`src/design/tc16_pkg.sv`:
```
// Package with register indices, field positions, reset values and mode codes
// of the 16-bit timer/counter with capture and compare.
// Assumes a 32-bit APB with one register per aligned word, byte address = index * 4.
package tc16_pkg;

    // ------------------------------------------------------------------
    // Register indices (byte address is four times the index)
    // ------------------------------------------------------------------
    localparam logic [7:0] IDX_CONTROL   = 8'h90;
    localparam logic [7:0] IDX_FORCE     = 8'h92;
    localparam logic [7:0] IDX_COUNT_LO  = 8'h94;
    localparam logic [7:0] IDX_COUNT_HI  = 8'h95;
    localparam logic [7:0] IDX_CAPT_LO   = 8'h96;
    localparam logic [7:0] IDX_CAPT_HI   = 8'h97;
    localparam logic [7:0] IDX_CMPA_LO   = 8'h98;
    localparam logic [7:0] IDX_CMPA_HI   = 8'h99;
    localparam logic [7:0] IDX_CMPB_LO   = 8'h9A;
    localparam logic [7:0] IDX_CMPB_HI   = 8'h9B;
    localparam logic [7:0] IDX_STATUS    = 8'h9C;

    // ------------------------------------------------------------------
    // Field positions
    // ------------------------------------------------------------------
    localparam int CTL_MODE_LSB   = 0;
    localparam int CTL_COMA_LSB   = 4;
    localparam int CTL_COMB_LSB   = 6;
    localparam int CTL_EDGE_BIT   = 8;
    localparam int CTL_FILT_BIT   = 9;
    localparam int CTL_SRC_BIT    = 10;
    localparam int FORCE_A_BIT    = 0;
    localparam int FORCE_B_BIT    = 1;
    localparam int STS_CAPT_BIT   = 0;
    localparam int STS_MA_BIT     = 1;
    localparam int STS_MB_BIT     = 2;

    // ------------------------------------------------------------------
    // Reset values and constants
    // ------------------------------------------------------------------
    localparam logic [15:0] VALUE_RESET  = 16'h0000;
    localparam logic [15:0] TOP_FULL     = 16'hFFFF;
    localparam logic [15:0] TOP_8BIT     = 16'h00FF;
    localparam logic [15:0] TOP_9BIT     = 16'h01FF;
    localparam logic [15:0] TOP_10BIT    = 16'h03FF;
    localparam logic [31:0] DATA_ZERO    = 32'h0000_0000;
    localparam int          FILTER_SAMPLES = 4;

    // ------------------------------------------------------------------
    // Waveform modes and compare output settings
    // ------------------------------------------------------------------
    localparam logic [3:0] MODE_NORMAL    = 4'h0;
    localparam logic [3:0] MODE_CTC_CMPA  = 4'h4;
    localparam logic [3:0] MODE_PFC_CAPT  = 4'h8;
    localparam logic [3:0] MODE_PC_CAPT   = 4'hA;
    localparam logic [3:0] MODE_CTC_CAPT  = 4'hC;
    localparam logic [3:0] MODE_FAST_CAPT = 4'hE;
    localparam logic [1:0] COM_OFF        = 2'h0;
    localparam logic [1:0] COM_TOGGLE     = 2'h1;
    localparam logic [1:0] COM_CLEAR      = 2'h2;
    localparam logic [1:0] COM_SET        = 2'h3;

endpackage

```
`src/design/capture_filter.sv`:
```
// Noise canceller for the synchronised capture input.
// Assumes its input already passed two flip-flops in the pclk domain.
`timescale 1ns/1ps
`default_nettype none

module capture_filter
    import tc16_pkg::*;
#(
    parameter int SAMPLES = FILTER_SAMPLES
) (
    input  wire logic pclk,
    input  wire logic presetn,
    input  wire logic clk_en,
    input  wire logic filter_enable,
    input  wire logic din,
    output var  logic dout
);

    typedef struct packed {
        logic [SAMPLES-1:0] hist;
        logic               out;
    } filt_state_t;

    filt_state_t q;
    filt_state_t d;

    // ------------------------------------------------------------------
    // Filter
    // ------------------------------------------------------------------
    // Output follows only after SAMPLES equal samples; bypassed when disabled.
    always_comb begin
        d = q;
        d.hist = {q.hist[SAMPLES-2:0], din};
        if (!filter_enable) begin
            d.out = din;
        end else if (&d.hist) begin
            d.out = 1'b1;
        end else if (~|d.hist) begin
            d.out = 1'b0;
        end
    end

    always_ff @(posedge pclk or negedge presetn) begin
        if (!presetn) begin
            q <= '0;
        end else if (clk_en) begin
            q <= d;
        end
    end

    assign dout = q.out;

endmodule

`default_nettype wire

```
`src/design/tc16_regs.sv`:
```
// Top of the 16-bit timer/counter: counter, capture and two compare channels
// reached byte-wise over APB, with a shared high-byte holding register.
// Assumes timer_tick is a one-cycle pulse from the prescaler on pclk.
//
// Summary of operation
// - Force bits act only in non-PWM modes.
// - Force strobe applies compare action immediately.
// - Force sets no flag, never clears counter.
// - Force bits always read back zero.
// - Low byte at base, high byte at base+1.
// - Four registers at fixed indices, reset zero.
// - Counter readable and writable as 16 bits.
// - One holding byte shared by all registers.
// - Counter write blocks matches next tick.
// - Capture loads counter value into capture register.
// - Capture register may serve as top.
// - Capture reads are coherent via holding byte.
// - Compares checked against counter every tick.
// - Match sets flag and drives waveform.
// - Compare writes commit both bytes together.
// - Edge select: zero falling, one rising.
// - Capture event sets capture flag.
// - Capture disabled while capture is top.
// - Noise filter needs four equal samples.
`timescale 1ns/1ps
`default_nettype none

module tc16_regs
    import tc16_pkg::*;
#(
    parameter int ADDR_W = 12
) (
    input  wire logic              pclk,
    input  wire logic              presetn,
    input  wire logic              clk_en,
    input  wire logic              psel,
    input  wire logic              penable,
    input  wire logic              pwrite,
    input  wire logic [ADDR_W-1:0] paddr,
    input  wire logic [31:0]       pwdata,
    output var  logic [31:0]       prdata,
    output var  logic              pready,
    output var  logic              pslverr,
    input  wire logic              timer_tick,
    input  wire logic              capture_input_pin,
    input  wire logic              comparator_out,
    output var  logic              waveform_out_a,
    output var  logic              waveform_out_b,
    output var  logic              capture_flag,
    output var  logic              match_flag_a,
    output var  logic              match_flag_b
);

    typedef struct packed {
        logic [15:0] cnt;
        logic [15:0] icr;
        logic [15:0] ocra;
        logic [15:0] ocrb;
        logic [7:0]  temp;
        logic [3:0]  mode;
        logic [1:0]  com_a;
        logic [1:0]  com_b;
        logic        edge_sel;
        logic        filt_en;
        logic        src_sel;
        logic        icf;
        logic        mfa;
        logic        mfb;
        logic        block;
        logic        wa;
        logic        wb;
        logic [1:0]  sync1;
        logic [1:0]  sync2;
        logic        cap_prev;
        logic [31:0] prdata;
        logic        pready;
        logic        pslverr;
    } tc_state_t;

    tc_state_t q;
    tc_state_t d;
    logic      cap_filt;
    logic      setup;
    logic      done_wr;
    logic [7:0] idx;
    logic      cap_event;
    logic      match_a;
    logic      match_b;

    // ------------------------------------------------------------------
    // Decoding helpers
    // ------------------------------------------------------------------
    // Non-PWM modes are normal and the two clear-on-match modes.
    function automatic logic is_pwm(input logic [3:0] m);
        return !(m == MODE_NORMAL || m == MODE_CTC_CMPA || m == MODE_CTC_CAPT);
    endfunction

    function automatic logic capt_is_top(input logic [3:0] m);
        return m == MODE_PFC_CAPT || m == MODE_PC_CAPT || m == MODE_CTC_CAPT || m == MODE_FAST_CAPT;
    endfunction

    // Top value per mode; the counter only counts up, phase-correct modes included.
    function automatic logic [15:0] top_of(input logic [3:0] m, input logic [15:0] a, input logic [15:0] c);
        case (m)
            4'h1, 4'h5: return TOP_8BIT;
            4'h2, 4'h6: return TOP_9BIT;
            4'h3, 4'h7: return TOP_10BIT;
            4'h4, 4'h9, 4'hB, 4'hF: return a;
            4'h8, 4'hA, 4'hC, 4'hE: return c;
            default: return TOP_FULL;
        endcase
    endfunction

    // Compare output action; in PWM modes the bottom event does the opposite.
    function automatic logic wave_next(input logic cur, input logic [1:0] com, input logic pwm,
                                       input logic hit, input logic bottom);
        logic r;
        r = cur;
        if (hit) begin
            case (com)
                COM_TOGGLE: r = pwm ? cur : !cur;
                COM_CLEAR:  r = 1'b0;
                COM_SET:    r = 1'b1;
                default:    r = cur;
            endcase
        end else if (bottom && pwm) begin
            case (com)
                COM_CLEAR: r = 1'b1;
                COM_SET:   r = 1'b0;
                default:   r = cur;
            endcase
        end
        return r;
    endfunction

    // Splits a 16-bit value by byte index; the high byte reads the holding byte.
    function automatic logic [7:0] byte_of(input logic [15:0] v, input logic hi, input logic [7:0] t);
        return hi ? t : v[7:0];
    endfunction

    assign idx     = paddr[9:2];
    assign setup   = psel && !penable;
    assign done_wr = psel && penable && q.pready && pwrite;

    // ------------------------------------------------------------------
    // Capture input path
    // ------------------------------------------------------------------
    capture_filter #(
        .SAMPLES (FILTER_SAMPLES)
    ) u_filter (
        .pclk          (pclk),
        .presetn       (presetn),
        .clk_en        (clk_en),
        .filter_enable (q.filt_en),
        .din           (q.src_sel ? q.sync2[1] : q.sync2[0]),
        .dout          (cap_filt)
    );

    // Chosen edge of the filtered input, gated off while capture is top.
    assign cap_event = !capt_is_top(q.mode)
                     && (q.edge_sel ? (cap_filt && !q.cap_prev) : (!cap_filt && q.cap_prev));

    // Matches are evaluated on ticks only, and never right after a counter write.
    assign match_a = timer_tick && !q.block && (q.cnt == q.ocra);
    assign match_b = timer_tick && !q.block && (q.cnt == q.ocrb);

    // ------------------------------------------------------------------
    // Next-state logic
    // ------------------------------------------------------------------
    always_comb begin
        logic [15:0] top;
        logic        wrap;
        logic        bottom;
        top    = top_of(q.mode, q.ocra, q.icr);
        wrap   = 1'b0;
        bottom = 1'b0;
        d = q;
        // Each source has its own synchroniser; the select acts after the second flop only.
        d.sync1    = {comparator_out, capture_input_pin};
        d.sync2    = q.sync1;
        d.cap_prev = cap_filt;
        d.pready   = 1'b0;

        // Counter advance, with clear on top in every mode.
        if (timer_tick) begin
            wrap = (q.cnt == top);
            d.cnt = wrap ? VALUE_RESET : q.cnt + 16'h0001;
            bottom = wrap;
            d.block = 1'b0;
        end
        d.wa = wave_next(q.wa, q.com_a, is_pwm(q.mode), match_a, bottom);
        d.wb = wave_next(q.wb, q.com_b, is_pwm(q.mode), match_b, bottom);

        if (cap_event) begin
            d.icr = q.cnt;
        end

        // Setup phase: answer next cycle; low-byte reads freeze the high byte.
        if (setup) begin
            d.pready  = 1'b1;
            d.pslverr = 1'b0;
            d.prdata  = DATA_ZERO;
            if (!pwrite) begin
                case (idx)
                    IDX_CONTROL: d.prdata[10:0] = {q.src_sel, q.filt_en, q.edge_sel, q.com_b, q.com_a, q.mode};
                    IDX_FORCE:   d.prdata = DATA_ZERO;
                    IDX_COUNT_LO, IDX_COUNT_HI: begin
                        d.prdata[7:0] = byte_of(q.cnt, idx[0], q.temp);
                        if (!idx[0]) d.temp = q.cnt[15:8];
                    end
                    IDX_CAPT_LO, IDX_CAPT_HI: begin
                        d.prdata[7:0] = byte_of(q.icr, idx[0], q.temp);
                        if (!idx[0]) d.temp = q.icr[15:8];
                    end
                    IDX_CMPA_LO, IDX_CMPA_HI: begin
                        d.prdata[7:0] = byte_of(q.ocra, idx[0], q.temp);
                        if (!idx[0]) d.temp = q.ocra[15:8];
                    end
                    IDX_CMPB_LO, IDX_CMPB_HI: begin
                        d.prdata[7:0] = byte_of(q.ocrb, idx[0], q.temp);
                        if (!idx[0]) d.temp = q.ocrb[15:8];
                    end
                    IDX_STATUS:  d.prdata[2:0] = {q.mfb, q.mfa, q.icf};
                    default:     d.pslverr = 1'b1;
                endcase
            end else if (idx < IDX_CONTROL || idx > IDX_STATUS || idx == 8'h91 || idx == 8'h93) begin
                d.pslverr = 1'b1;
            end
        end

        // Access phase: writes take effect at the completing edge.
        if (done_wr) begin
            case (idx)
                IDX_CONTROL: begin
                    d.mode     = pwdata[CTL_MODE_LSB +: 4];
                    d.com_a    = pwdata[CTL_COMA_LSB +: 2];
                    d.com_b    = pwdata[CTL_COMB_LSB +: 2];
                    d.edge_sel = pwdata[CTL_EDGE_BIT];
                    d.filt_en  = pwdata[CTL_FILT_BIT];
                    d.src_sel  = pwdata[CTL_SRC_BIT];
                end
                IDX_FORCE: begin
                    // Strobes use the setting in force now; no flag, no clear.
                    if (!is_pwm(q.mode)) begin
                        d.wa = wave_next(q.wa, q.com_a, 1'b0, pwdata[FORCE_A_BIT], 1'b0);
                        d.wb = wave_next(q.wb, q.com_b, 1'b0, pwdata[FORCE_B_BIT], 1'b0);
                    end
                end
                IDX_COUNT_HI, IDX_CAPT_HI, IDX_CMPA_HI, IDX_CMPB_HI: begin
                    d.temp = pwdata[7:0];
                end
                IDX_COUNT_LO: begin
                    d.cnt   = {q.temp, pwdata[7:0]};
                    d.block = 1'b1;
                end
                IDX_CAPT_LO: d.icr  = {q.temp, pwdata[7:0]};
                IDX_CMPA_LO: d.ocra = {q.temp, pwdata[7:0]};
                IDX_CMPB_LO: d.ocrb = {q.temp, pwdata[7:0]};
                IDX_STATUS: begin
                    if (pwdata[STS_CAPT_BIT]) d.icf = 1'b0;
                    if (pwdata[STS_MA_BIT])   d.mfa = 1'b0;
                    if (pwdata[STS_MB_BIT])   d.mfb = 1'b0;
                end
                default: d.temp = d.temp;
            endcase
        end

        // Hardware sets come last so an event beats a same-cycle clear.
        if (cap_event) d.icf = 1'b1;
        if (match_a)   d.mfa = 1'b1;
        if (match_b)   d.mfb = 1'b1;
    end

    // ------------------------------------------------------------------
    // State register
    // ------------------------------------------------------------------
    // All registers reset to zero; clk_en low freezes everything, bus included.
    always_ff @(posedge pclk or negedge presetn) begin
        if (!presetn) begin
            q <= '0;
        end else if (clk_en) begin
            q <= d;
        end
    end

    assign prdata         = q.prdata;
    assign pready         = q.pready;
    assign pslverr        = q.pslverr;
    assign waveform_out_a = q.wa;
    assign waveform_out_b = q.wb;
    assign capture_flag   = q.icf;
    assign match_flag_a   = q.mfa;
    assign match_flag_b   = q.mfb;
endmodule

`default_nettype wire

```
`config.mk`:
```
export PLATFORM = sky130hd
export DESIGN_NAME = tc16_regs
export DESIGN_NICKNAME = d
export VERILOG_FILES = /design/src/design/tc16_pkg.sv /design/src/design/capture_filter.sv /design/src/design/tc16_regs.sv
export SDC_FILE = /design/constraint.sdc
export NUM_CORES = 1
export LEC_CHECK = 0
export ABC_AREA = 1
export BUFFER_PORTS_ARGS = -buffer_cell sky130_fd_sc_hd__buf_2
export CAP_MARGIN = 10
export CORE_ASPECT_RATIO = 1.4
export CORE_UTILIZATION = 38
export DETAILED_ROUTE_END_ITERATION = 10
export GPL_TIMING_DRIVEN = 0
export PLACE_DENSITY = 0.53
export SLEW_MARGIN = 40
export SYNTH_ARGS = -nofsm -noshare
export SYNTH_HDL_FRONTEND = slang
export SYNTH_SLANG_ARGS = --single-unit
```
`constraint.sdc`:
```
create_clock -name pclk -period 3.5 [get_ports pclk]
set_input_delay 0.7 -clock pclk [delete_from_list [all_inputs] [get_ports pclk]]
set_output_delay 0.7 -clock pclk [all_outputs]
set_load 0.01 [all_outputs]
```
---- Word-level counts from Yosys, hierarchy flattened ----
Cells that the tools add are included.
storage, ports and cells
  flip-flop bits (word level) ............. 111
  input bits .............................. 53
operators by class
  equality and inequality tests ........... 41
  order comparisons ....................... 2
  reduce and logical (&&, ||, !) cells .... 60
  mux-type cells .......................... 61
  add/subtract/negate cells ............... 1
operators with widths
  kind                                           number
  two-way mux 16 bit                             7
  == test 8 bit, second input constant           13
  two-way mux 89 bit                             1
  two-way mux 8 bit                              11
  case mux 16 bit (5 select lines)               1
  == test 16 bit                                 3
  case mux 8 bit (4 select lines)                1
  == test 4 bit, second input constant           7
  two-way mux 1 bit                              25
  case mux 5 bit (5 select lines)                1
  two-way mux 11 bit                             2
  case mux 3 bit (6 select lines)                1
  nonzero test 2 bit                             9
  adder 16 x 1 -> 16 bit, second input constant  1
  == test 4 x 3 -> 1 bit, second input constant  4
  AND reduction 4 bit                            4
  OR reduction 4 bit                             4
  AND reduction 3 bit                            5
  OR reduction 2 bit                             7
  != test 6 x 3 -> 1 bit, second input constant  2
  case mux 1 bit (3 select lines)                4
  logical AND 1 bit                              11
  OR reduction 11 bit                            1
  == test 2 bit, second input constant           4
  14 further kinds                               36

---- Logic depth before layout (Yosys ltp) ----
Gate-level depths: netlist of the first run.
  word-level depth ........................ 12
  depth in mapped cells ................... 20
  mapped depth without buffers ............ 19

---- By module ----
A second synthesis of the first run with hierarchy kept.
second synthesis, totals
  cell total of the unflattened synthesis .. 1009
  area total of the unflattened synthesis .. 7467.2 µm²
by module, submodules not included
  module          cells each  area an instance (µm²)  instances
  tc16_regs       983         7269.5                  1
  capture_filter  26          197.7                   1

---- Least setup slack after synthesis of the first run ----
OpenSTA, ideal clock, no wires.
  path kind ............................... input-to-reg
  from .................................... input timer_tick
  to ...................................... register q[127] (netlist bit)
  required time ........................... 3.410 ns
  library setup time ...................... 0.090 ns
  setup slack ............................. 1.239 ns
  stages on the path ...................... 10
  buffers on the path ..................... 1
  arrival time ............................ 2.171 ns
  path through ............................ clkbuf_2 -> nand2_1 -> nor3_1 -> nand2_1 -> nor2_1 -> nand4_1 -> nor3_1 -> nand3_1 -> xor2_1 -> o221ai_1
between the ends
  word-level cells in the longest chain between the ends .. 3
RTL lines
  what                    RTL line          source
  start: declaration      tc16_regs.sv:44   input wire logic timer_tick,
  two-way mux 16 bit *    tc16_regs.sv:185  if (timer_tick) begin
  two-way mux 16 bit      tc16_regs.sv:233  case (idx)
  two-way mux 89 bit *    tc16_regs.sv:232  if (done_wr) begin
  end signal: assignment  tc16_regs.sv:280  q <= '0;
  end signal: assignment  tc16_regs.sv:282  q <= d;
  end: declaration        tc16_regs.sv:80   tc_state_t q;
Every way passes the cells marked *; elsewhere a longest branch is shown, timed or not. The select of a mux whose other input is x is not followed.
A chain may end at the register's enable or synchronous reset.

---- Final worst setup path of the first run ----
  from .................................... input paddr[2]
  to ...................................... register q[110] (netlist bit)
between the ends
  word-level cells in the longest chain between the ends .. 3
RTL lines
  what                RTL line          source
  start: declaration  tc16_regs.sv:39   input wire logic [ADDR_W-1:0] paddr,
  == test 8 bit       tc16_regs.sv:233
  two-way mux 16 bit  tc16_regs.sv:233
  two-way mux 89 bit  tc16_regs.sv:232
Every way passes these cells. The select of a mux whose other input is x is not followed.

==> results.sh, run 1 <==
export IMPL_total_power_w=0.00348
export IMPL_p_sw_share_pct=38.0
export IMPL_clk_pin_slew_ns=0.08
export IMPL_htree_levels=3
export IMPL_crit_buf_inv=4
export IMPL_cap_violations=0
export IMPL_reg2reg_from="q[55]"
export IMPL_hpwl_um=25800
export IMPL_wl_per_cell_um=24.3
export IMPL_drtAntennaViolNets=0
export IMPL_clk_latency_ns=0.37
export IMPL_die_area_um2=20400
export IMPL_status="completed"
export IMPL_cts_root_buf="clkbuf_16"
export IMPL_cts_buffers=9
export IMPL_initial_core_util_pct=39.0
export IMPL_routabilityCongestion=0.985
export IMPL_dr_first_iter_drc_count=837
export IMPL_final_net_count=1215
export IMPL_grt_use_met3_pct=6.27
export IMPL_final_common_cell="nand2_1"
export IMPL_synth_top_area_share_pct=36.8
export IMPL_crit_family="buffers and inverters"
export IMPL_vias_per_cell=5.87
export IMPL_hold_buffers=0
export IMPL_dr_pass1_iters=6
export IMPL_end_kind="flop"
export IMPL_clockBufferDepth=2
export IMPL_portBuffers=42
export IMPL_grt_overflow=0
export IMPL_synth_cells=1083
export IMPL_worstRegToRegCells=9
export IMPL_ys_seq_area_share_pct=36.8
export IMPL_cts_tree="yes"
export IMPL_grtUsageMet1_pct=40.8
export IMPL_yosys_top_cells_area="dfrtp_1 37%, nand2_1 13%, o21ai_0 10%, inv_1 5.6%, a21oi_1 4.6%"
export IMPL_avgSynthCellArea_um2=6.97
export IMPL_ys_async_sr_fraction_pct=100
export IMPL_path_cells="clkbuf_1 > inv_1 > nand2_1 > nor2_1 > inv_1 > nor3_2 > clkbuf_1 > a21oi_1 > o21ai_0 > o21ai_0"
export IMPL_grt_met2_usage_pct=54.6
export IMPL_arrival_ns=3.41
export IMPL_min_period_ns=3.20
export IMPL_grtUsageTotal_pct=34.2
export IMPL_r2r_end="q[110]"
export IMPL_grt_max_degree=61
export IMPL_antenna_cells=0
export IMPL_p_switching_w=0.00132
export IMPL_wl_um=34300
export IMPL_synth_area_leader_cell="dfrtp_1"
export IMPL_r2r_slack_ns=0.39
export IMPL_syn_area_um2=7550
export IMPL_area_growth_pct=12.1
export IMPL_crit_type="input port to flop"
export IMPL_maxSlewViolCount=0
export IMPL_crit_required_ns=3.71
export IMPL_p_int_w=0.00216
export IMPL_grt_pass1_vias=7731
export IMPL_place_ws_ns=0.0849
export IMPL_ys_seq_elements=111
export IMPL_drive_above_1_share_pct=10.9
export IMPL_max_freq_mhz=313
export IMPL_cp_start_kind="input port"
export IMPL_final_cell_mix="267 x nand2_1, 158 x o21ai_0, 112 x inv_1"
export IMPL_cp_max_fo=10
export IMPL_power_per_cell_area_nw_per_um2=411
export IMPL_rsz0062_at_grt="false"
export IMPL_finalSetupViolCount=0
export IMPL_period_share_pct=91.4
export IMPL_ctsResizeCount=0
export IMPL_p_leak_nw=3.88
export IMPL_tightest_slew_ns=0.952
export IMPL_fillers=2061
export IMPL_top_usage_layer="met2"
export IMPL_fin_ws_ns=0.301
export IMPL_dieWidth_um=121
export IMPL_route_detailed_drc=0
export IMPL_hold_path_class="input port to asynchronous set/reset pin"
export IMPL_ys_types=53
export IMPL_p_clk_share_pct=29.5
export IMPL_slew_headroom_pct=36.5
export IMPL_via_count=8270
export IMPL_clock_sinks=111
export IMPL_ir_worst_vdd_mv=0.220
export IMPL_fin_worst_skew_ns=0.0104
export IMPL_pwr_share_seq_pct=44.8
export IMPL_critPathSlowestCell="nor3_2"
export IMPL_hold_viol=0
export IMPL_rows=60
export IMPL_coreArea_um2=19400
export IMPL_slowest_delay_ns=0.77
export IMPL_fin_tns_setup_ns=0
export IMPL_die_h_um=169
export IMPL_comb_power_share_pct=25.6
export IMPL_grt_pass1_wl_um=50100
export IMPL_io_pins=92
export IMPL_post_cts_buffers=0
export IMPL_synth_edff_count=0
export IMPL_ys_warn_count=0
export IMPL_synth_ff_type="dfrtp_1"
export IMPL_grt_antenna_before_repair=0
-- metal layers --
metal  share of wire (%)  vias to the layer above
met2                  46                      454
li1                    -                     3760
met4                 7.9                        0
met1                  39                     3913
met5                   0                        -
met3                 7.4                      143
-- synthesized netlist by cell type, types with 3 or more instances --
cell type  number
o21ai_0       158
a221oi_1        9
inv_1         112
a211oi_1        5
clkbuf_1       37
inv_2           5
o22ai_1         7
nand2_2         4
a31oi_1         3
o221ai_1       15
xnor2_1         3
nor3_1         13
nor4_1          3
buf_4          37
a32o_1          3
nor2_1         70
nand3_1        38
a21oi_1        69
buf_2           3
or2_2           3
dfrtp_1       111
o2111ai_1       5
clkinv_1        5
ha_1            4
nand4_1        41
xor2_1         10
nand2_1       267
o211ai_1        9
-- flip-flops by register name, indices dropped and copies added (netlist names) --
signal          cells
capture_flag        1
u_filter.dout       1
match_flag_a        1
match_flag_b        1
waveform_out_b      1
pslverr             1
u_filter.d          3
pready              1
prdata             11
d                   2
waveform_out_a      1
q                  87
-- kinds of logic (layout without fill, tap and decap cells) --
| group | after synthesis | after routing | synth area share (%) |
|---|---|---|---|
| and+or+nand+nor | 452 | 452 | 26.0 |
| muxes | 2 | 2 | 0.298 |
| adders and majority gates | 4 | 4 | 0.663 |
| DFF | 111 | 111 | 36.8 |
| other | 1 | 21 | 0.0497 |
| buffers and inverters | 202 | 260 | 12.1 |
| xor gates and xnor gates | 13 | 13 | 1.51 |
| AOI/OAI and AO/OA | 298 | 298 | 22.7 |
-- power groups by stage --
stage	Combinational [W]	Sequential (W)	Clock, W
global route	0.000977	0.00157	0.00108
finish	0.000891	0.00156	0.00103
CTS	0.000866	0.00155	0.00104
floorplan	0.000547	0.00152	0
global placement	0.000852	0.00158	0
detailed placement	0.000862	0.00158	0
-- worst max path at each step --
stage,start,endpoint,slack (ns),cells after the start
after floorplan,timer_tick,q[127],1.24,10
after global placement,paddr[2],q[107],-0.05,9
after detailed placement,paddr[2],q[110],0.08,10
after CTS,paddr[2],q[110],0.47,10
after global routing,paddr[2],q[110],0.26,10
final,paddr[2],q[110],0.30,10
-- through the flow --
| stage | std cells | utilization, % | instance area, um2 | hold slack (ns) |
|---|---|---|---|---|
| 2_1_floorplan | 1103 | - | 7620 | 0.404 |
| 3_3_place_gp | 1393 | 42.0 | 8140 | 0.455 |
| 3_5_place_dp | 1394 | 42.3 | 8190 | 0.463 |
| 4_1_cts | 1408 | 43.6 | 8450 | 0.256 |
| 5_1_grt | 1409 | 43.7 | 8470 | 0.273 |
| 6_report | 1409 | 43.7 | 8470 | 0.235 |
-- final cells by class --
cell class	count	area (um2)	area share, %
buffer	80	452	5.34
clock buffer	9	225	2.66
clock inverter	5	42.5	0.503
inverter	122	458	5.41
multi-input combinational	790	3950	46.6
sequential	111	2780	32.8
tap	248	310	3.67
timing repair buffer	44	253	2.99
Power figures use the tool's default switching activity.
==> inputs of run 2 (changes only) <==
--- a/config.mk
+++ b/config.mk
@@ -16,4 +16,5 @@
 export SLEW_MARGIN = 40
 export SYNTH_ARGS = -nofsm -noshare
 export SYNTH_HDL_FRONTEND = slang
+export SYNTH_HIERARCHICAL = 1
 export SYNTH_SLANG_ARGS = --single-unit
==> run 2 against run 1 <==
- register-to-register slack better by 0.24 ns
- synthesized area is 1.1% lower
- critical path type is now flop to flop
- largest cell class unchanged
- routed wire length is 10% lower
- global-route usage is 2.5 points lower
- total power is 1.7% higher
- synthesized cell count is 6.8% lower
==> results.sh, run 2 <==
export IMPL_synth_area_leader_cell="dfrtp_1"
export IMPL_tightest_slew_ns=0.818
export IMPL_drive_above_1_share_pct=14.3
export IMPL_routabilityCongestion=0.978
export IMPL_period_share_pct=82.1
export IMPL_largest_register="q"
export IMPL_htree_levels=3
export IMPL_status="completed"
export IMPL_dr_pass1_iters=5
export IMPL_fin_worst_skew_ns=0.00957
export IMPL_hold_path_class="input port to asynchronous set/reset pin"
export IMPL_clock_sinks=111
export IMPL_syn_area_um2=7470
export IMPL_yosys_top_cells_area="dfrtp_1 37%, nand2_1 11%, o21ai_0 7.1%, inv_1 5.0%, nand4_1 4.9%"
export IMPL_post_cts_buffers=0
export IMPL_arrival_ns=3.10
export IMPL_cts_root_buf="clkbuf_16"
export IMPL_final_net_count=1142
export IMPL_synth_commonest_cells="225 x nand2_1, 111 x dfrtp_1, 106 x o21ai_0, 99 x inv_1, 59 x a21oi_1"
export IMPL_crit_required_ns=3.73
export IMPL_die_h_um=168
export IMPL_hpwl_um=24300
export IMPL_path_cells="nand2_2 > inv_2 > buf_2 > nand2_1 > nand4_1 > nand2_1 > nor2_1 > nand2_1 > nor2_2 > nand3_2 > nand2_4 > inv_4 > nand3_2 > o221ai_2"
export IMPL_grt_pass1_wl_um=46300
export IMPL_ys_async_sr_fraction_pct=100
export IMPL_cts_buffers=9
export IMPL_coreArea_um2=19200
export IMPL_post_synth_top_count_cell="nand2_1"
export IMPL_route_detailed_drc=0
export IMPL_cp_max_fo=10
export IMPL_crit_type="flop to flop"
export IMPL_synth_ff_type="dfrtp_1"
export IMPL_p_leak_nw=3.78
export IMPL_critPathSlowestCell="dfrtp_1"
export IMPL_final_cell_mix="225 x nand2_1, 111 x dfrtp_1, 106 x o21ai_0"
export IMPL_clk_pin_slew_ns=0.08
export IMPL_ys_seq_area_share_pct=37.2
export IMPL_final_core_util_pct=43.8
export IMPL_ir_worst_vdd_mv=0.209
export IMPL_cp_start_kind="flop"
export IMPL_grtUsageTotal_pct=31.7
export IMPL_ctsResizeCount=0
export IMPL_vias_per_cell=5.72
export IMPL_cts_tree="yes"
export IMPL_critPathMostFrequentCell="nand2_1"
export IMPL_max_freq_mhz=348
export IMPL_io_pins=92
export IMPL_grt_pass1_vias=7372
export IMPL_synth_cells=1009
export IMPL_finalSetupViolCount=0
export IMPL_ys_warn_count=6
export IMPL_dr_first_iter_drc_count=547
export IMPL_slowest_delay_ns=0.61
export IMPL_initial_core_util_pct=38.9
export IMPL_hold_viol=0
export IMPL_rows=60
export IMPL_wl_um=30700
export IMPL_dieWidth_um=120
export IMPL_via_count=7653
export IMPL_drtAntennaViolNets=0
export IMPL_hold_buffers=0
export IMPL_critPathLaunch="q[55]"
export IMPL_clockBufferDepth=2
export IMPL_grt_overflow=0
export IMPL_fin_tns_setup_ns=0
export IMPL_end_kind="flop"
export IMPL_avgSynthCellArea_um2=7.40
export IMPL_wl_per_cell_um=23.0
export IMPL_clk_latency_ns=0.38
export IMPL_die_area_um2=20200
export IMPL_ys_types=55
export IMPL_power_per_cell_area_nw_per_um2=421
export IMPL_grt_antenna_before_repair=0
export IMPL_grt_max_degree=43
export IMPL_area_growth_pct=12.7
export IMPL_maxSlewViolCount=0
export IMPL_synth_top_area_share_pct=37.2
export IMPL_cap_violations=0
export IMPL_crit_buf_inv=3
export IMPL_antenna_cells=0
export IMPL_reg2reg_from="q[55]"
export IMPL_ys_seq_elements=111
export IMPL_crit_family="simple AND/OR/NAND/NOR gates"
export IMPL_largest_reg_flops=87
export IMPL_slew_headroom_pct=44.8
export IMPL_portBuffers=43
export IMPL_rsz0062_at_grt="false"
export IMPL_min_period_ns=2.87
export IMPL_synth_edff_count=0
export IMPL_final_common_cell="nand2_1"
==> run 2: routing by layer <==
metal	track usage (%)	vias up	share of wire (%)
met1	38.2	3624	38
met3	3.32	98	5.9
li1	-	3569	-
met5	0	-	0
met2	53.4	362	49
met4	20.2	0	6.9
==> run 2: final cells by class <==
cell class	count	area, um2
fillers	2078	10800
clock inverters	6	45.0
plain buffers	82	484
inverters	113	427
multi-input cells	723	3860
well taps	248	310
clock buffers	9	225
repair buffers	45	280
flip-flops and latches	111	2780
==> run 2: report_power, final <==
group	switching (W)	total [W]	internal [W]
combinational	0.000628	0.000898	0.000271
clock	0.000547	0.00103	0.000486
sequential	0.000166	0.00161	0.00144
==> run 2: cells by family after synthesis <==
group / count (synthesis) / share of synthesized area, %
AND/OR/NAND/NOR: 419 / 25.8
AO/OA/AOI/OAI: 254 / 21.1
buffers and inverters: 195 / 12.2
flip-flops: 111 / 37.2
XOR/XNOR: 23 / 2.70
adder cells (fa/ha/maj): 4 / 0.670
multiplexers: 2 / 0.302
other: 1 / 0.0502
==> run 2: worst paths after layout <==
kind	end	cells past startpoint	slack [ns]
worst max-delay path	q[123]	14	0.63
max in group asynchronous	q[125]	3	2.55
worst max register to register	q[123]	14	0.63
worst min register to register	d[36]	2	0.48
min in group pclk	d[36]	2	0.48
worst min-delay path	q[81]	1	0.16
==> run 2: metrics by stage <==
stage               setup WS [ns]  hold slack, ns  total power (W)  area (um2)  cells
floorplan                    1.24           0.404          0.00212        7540   1029
global placement            0.215           0.459          0.00250        8070   1320
detailed placement          0.405           0.461          0.00251        8140   1322
CTS                         0.663           0.173          0.00353        8410   1337
global route                0.484           0.183          0.00370        8410   1337
finish                      0.626           0.163          0.00354        8410   1337
==> run 2: worst register-to-register path: stages, from the launching register on <==
cell and delay [ns]:
dfrtp_1 0.61, nand2_2 0.14, inv_2 0.16, buf_2 0.32, nand2_1 0.19, nand4_1 0.13, nand2_1 0.06, nor2_1 0.14
nand2_1 0.08, nor2_2 0.21, nand3_2 0.22, nand2_4 0.20, inv_4 0.10, nand3_2 0.08, o221ai_2 0.08
==> inputs of run 3 (changes only) <==
==> constraint.sdc (replaced) <==
create_clock -name pclk -period 2.9 [get_ports pclk]
set_input_delay 0.58 -clock pclk [delete_from_list [all_inputs] [get_ports pclk]]
set_output_delay 0.58 -clock pclk [all_outputs]
set_load 0.01 [all_outputs]
==> run 3 against run 2 <==
- worst setup slack lost 0.47 ns
- largest power group unchanged
- critical endpoint is now q[121]
- utilization rose by 0.10 points
- register-to-register slack worse by 0.47 ns
- largest cell class unchanged
- clock-buffer cell count is the same
- non-clock buffer count unchanged
==> results.sh, run 3 (synthesized netlist as in run 2, its figures left out) <==
export IMPL_grt_pass1_vias=7372
export IMPL_cts_tree="yes"
export IMPL_drtAntennaViolNets=0
export IMPL_finalSetupViolCount=0
export IMPL_hpwl_um=24300
export IMPL_power_per_cell_area_nw_per_um2=506
export IMPL_final_core_util_pct=43.9
export IMPL_area_growth_pct=12.9
export IMPL_rsz0062_at_grt="false"
export IMPL_ctsResizeCount=0
export IMPL_dr_pass1_iters=5
export IMPL_min_period_ns=2.74
export IMPL_clock_sinks=111
export IMPL_via_count=7646
export IMPL_vias_per_cell=5.72
export IMPL_slew_headroom_pct=45.7
export IMPL_hold_buffers=0
export IMPL_io_pins=92
export IMPL_final_common_cell="nand2_1"
export IMPL_fin_worst_skew_ns=0.00968
export IMPL_final_cell_mix="225 x nand2_1, 109 x dfrtp_1, 106 x o21ai_0"
export IMPL_fin_tns_setup_ns=0
export IMPL_grtUsageTotal_pct=31.7
export IMPL_final_cells=1337
export IMPL_crit_required_ns=3.13
export IMPL_antenna_cells=0
export IMPL_wl_per_cell_um=23.0
export IMPL_p_int_w=0.00265
export IMPL_grt_pass1_wl_um=46300
export IMPL_p_leak_nw=3.77
export IMPL_dp_cells=1322
export IMPL_clockBufferDepth=2
export IMPL_cts_root_buf="clkbuf_16"
export IMPL_end_kind="flop"
export IMPL_cp_max_fo=10
export IMPL_p_sw_share_pct=37.8
export IMPL_comb_power_share_pct=25.4
export IMPL_p_clk_share_pct=29.2
export IMPL_post_cts_buffers=0
export IMPL_cts_buffers=9
export IMPL_htree_levels=3
export IMPL_period_share_pct=94.6
export IMPL_maxSlewViolCount=0
export IMPL_tightest_slew_ns=0.804
export IMPL_drive_above_1_share_pct=14.6
export IMPL_dr_first_iter_drc_count=577
export IMPL_worstRegToRegCells=16
export IMPL_ir_worst_vdd_mv=0.251
export IMPL_hold_viol=0
export IMPL_status="completed"
export IMPL_coreArea_um2=19200
export IMPL_clk_latency_ns=0.38
export IMPL_portBuffers=43
export IMPL_max_freq_mhz=364
export IMPL_rows=60
export IMPL_largest_reg_flops=87
export IMPL_die_area_um2=20200
export IMPL_dieWidth_um=120
export IMPL_cp_start_kind="flop"
export IMPL_hold_slack_ns=0.0444
export IMPL_cap_violations=0
export IMPL_crit_type="flop to flop"
export IMPL_hold_path_class="input port to asynchronous set/reset pin"
export IMPL_wl_um=30800
export IMPL_p_switching_w=0.00161
export IMPL_routabilityCongestion=0.978
export IMPL_r2r_slack_ns=0.16
export IMPL_grt_antenna_before_repair=0
export IMPL_final_net_count=1142
export IMPL_initial_core_util_pct=38.9
export IMPL_arrival_ns=2.98
export IMPL_clk_pin_slew_ns=0.08
export IMPL_grt_max_degree=43
export IMPL_die_h_um=168
export IMPL_largest_register="q"
export IMPL_pwr_share_seq_pct=45.4
export IMPL_route_detailed_drc=0
export IMPL_grt_overflow=0
==> run 3: worst paths after layout <==
path / start / to
setup / recovery: q[52] / q[121]
hold / removal: presetn / q[81]
setup reg to reg: q[52] / q[121]
hold reg to reg: d[36] / d[36]
max in group asynchronous: presetn / q[124]
min in group pclk: capture_input_pin / d[35]
==> run 3: worst max-delay path: stages, from the launching register on <==
cell and delay (ns):
dfrtp_1 0.50, nor2_1 0.14, nor2_4 0.25, nor2_2 0.08, nand2_4 0.14, buf_8 0.16, nand3_1 0.07, nand2_1 0.06
nand2_1 0.09, nor2_1 0.14, nand2_1 0.08, nor2_2 0.21, nand3_2 0.22, nand2_4 0.19, inv_4 0.10, nand3_2 0.08
o221ai_2 0.08
==> run 3: power by group through the flow <==
stage	logic, W	clock network (W)	registers [W]
floorplan	0.000675	0	0.00188
global placement	0.00105	0	0.00196
detailed placement	0.00107	0	0.00196
CTS	0.00107	0.00126	0.00193
global route	0.00120	0.00131	0.00196
finish	0.00108	0.00124	0.00194
==> run 3: final cells by class <==
cell class	instances	area, um2
sequential	111	2780
timing repair buffer	45	280
inverter	113	427
clock inverter	6	45.0
clock buffer	9	225
multi-input combinational	723	3870
tap	248	310
buffer	82	489
fill	2078	10800
==> run 3: metrics by stage <==
step | area, um2 | setup WS [ns] | total power (W)
2_1_floorplan | 7540 | 0.755 | 0.00256
3_3_place_gp | 8070 | -0.266 | 0.00301
3_5_place_dp | 8140 | -0.0752 | 0.00303
4_1_cts | 8410 | 0.0630 | 0.00426
5_1_grt | 8430 | 0.0236 | 0.00446
6_report | 8430 | 0.156 | 0.00426
==> run 3: layer usage <==
metal  up-vias  GRT usage (%)  share of wire [%]  wire length [um]
li1       3565              -                  -                 -
met1      3635           38.2                 38             11800
met2       350           53.4                 49             15100
met3        96           3.32                5.7              1770
met4         0           20.2                6.7              2070
met5         -              0                  0                 0
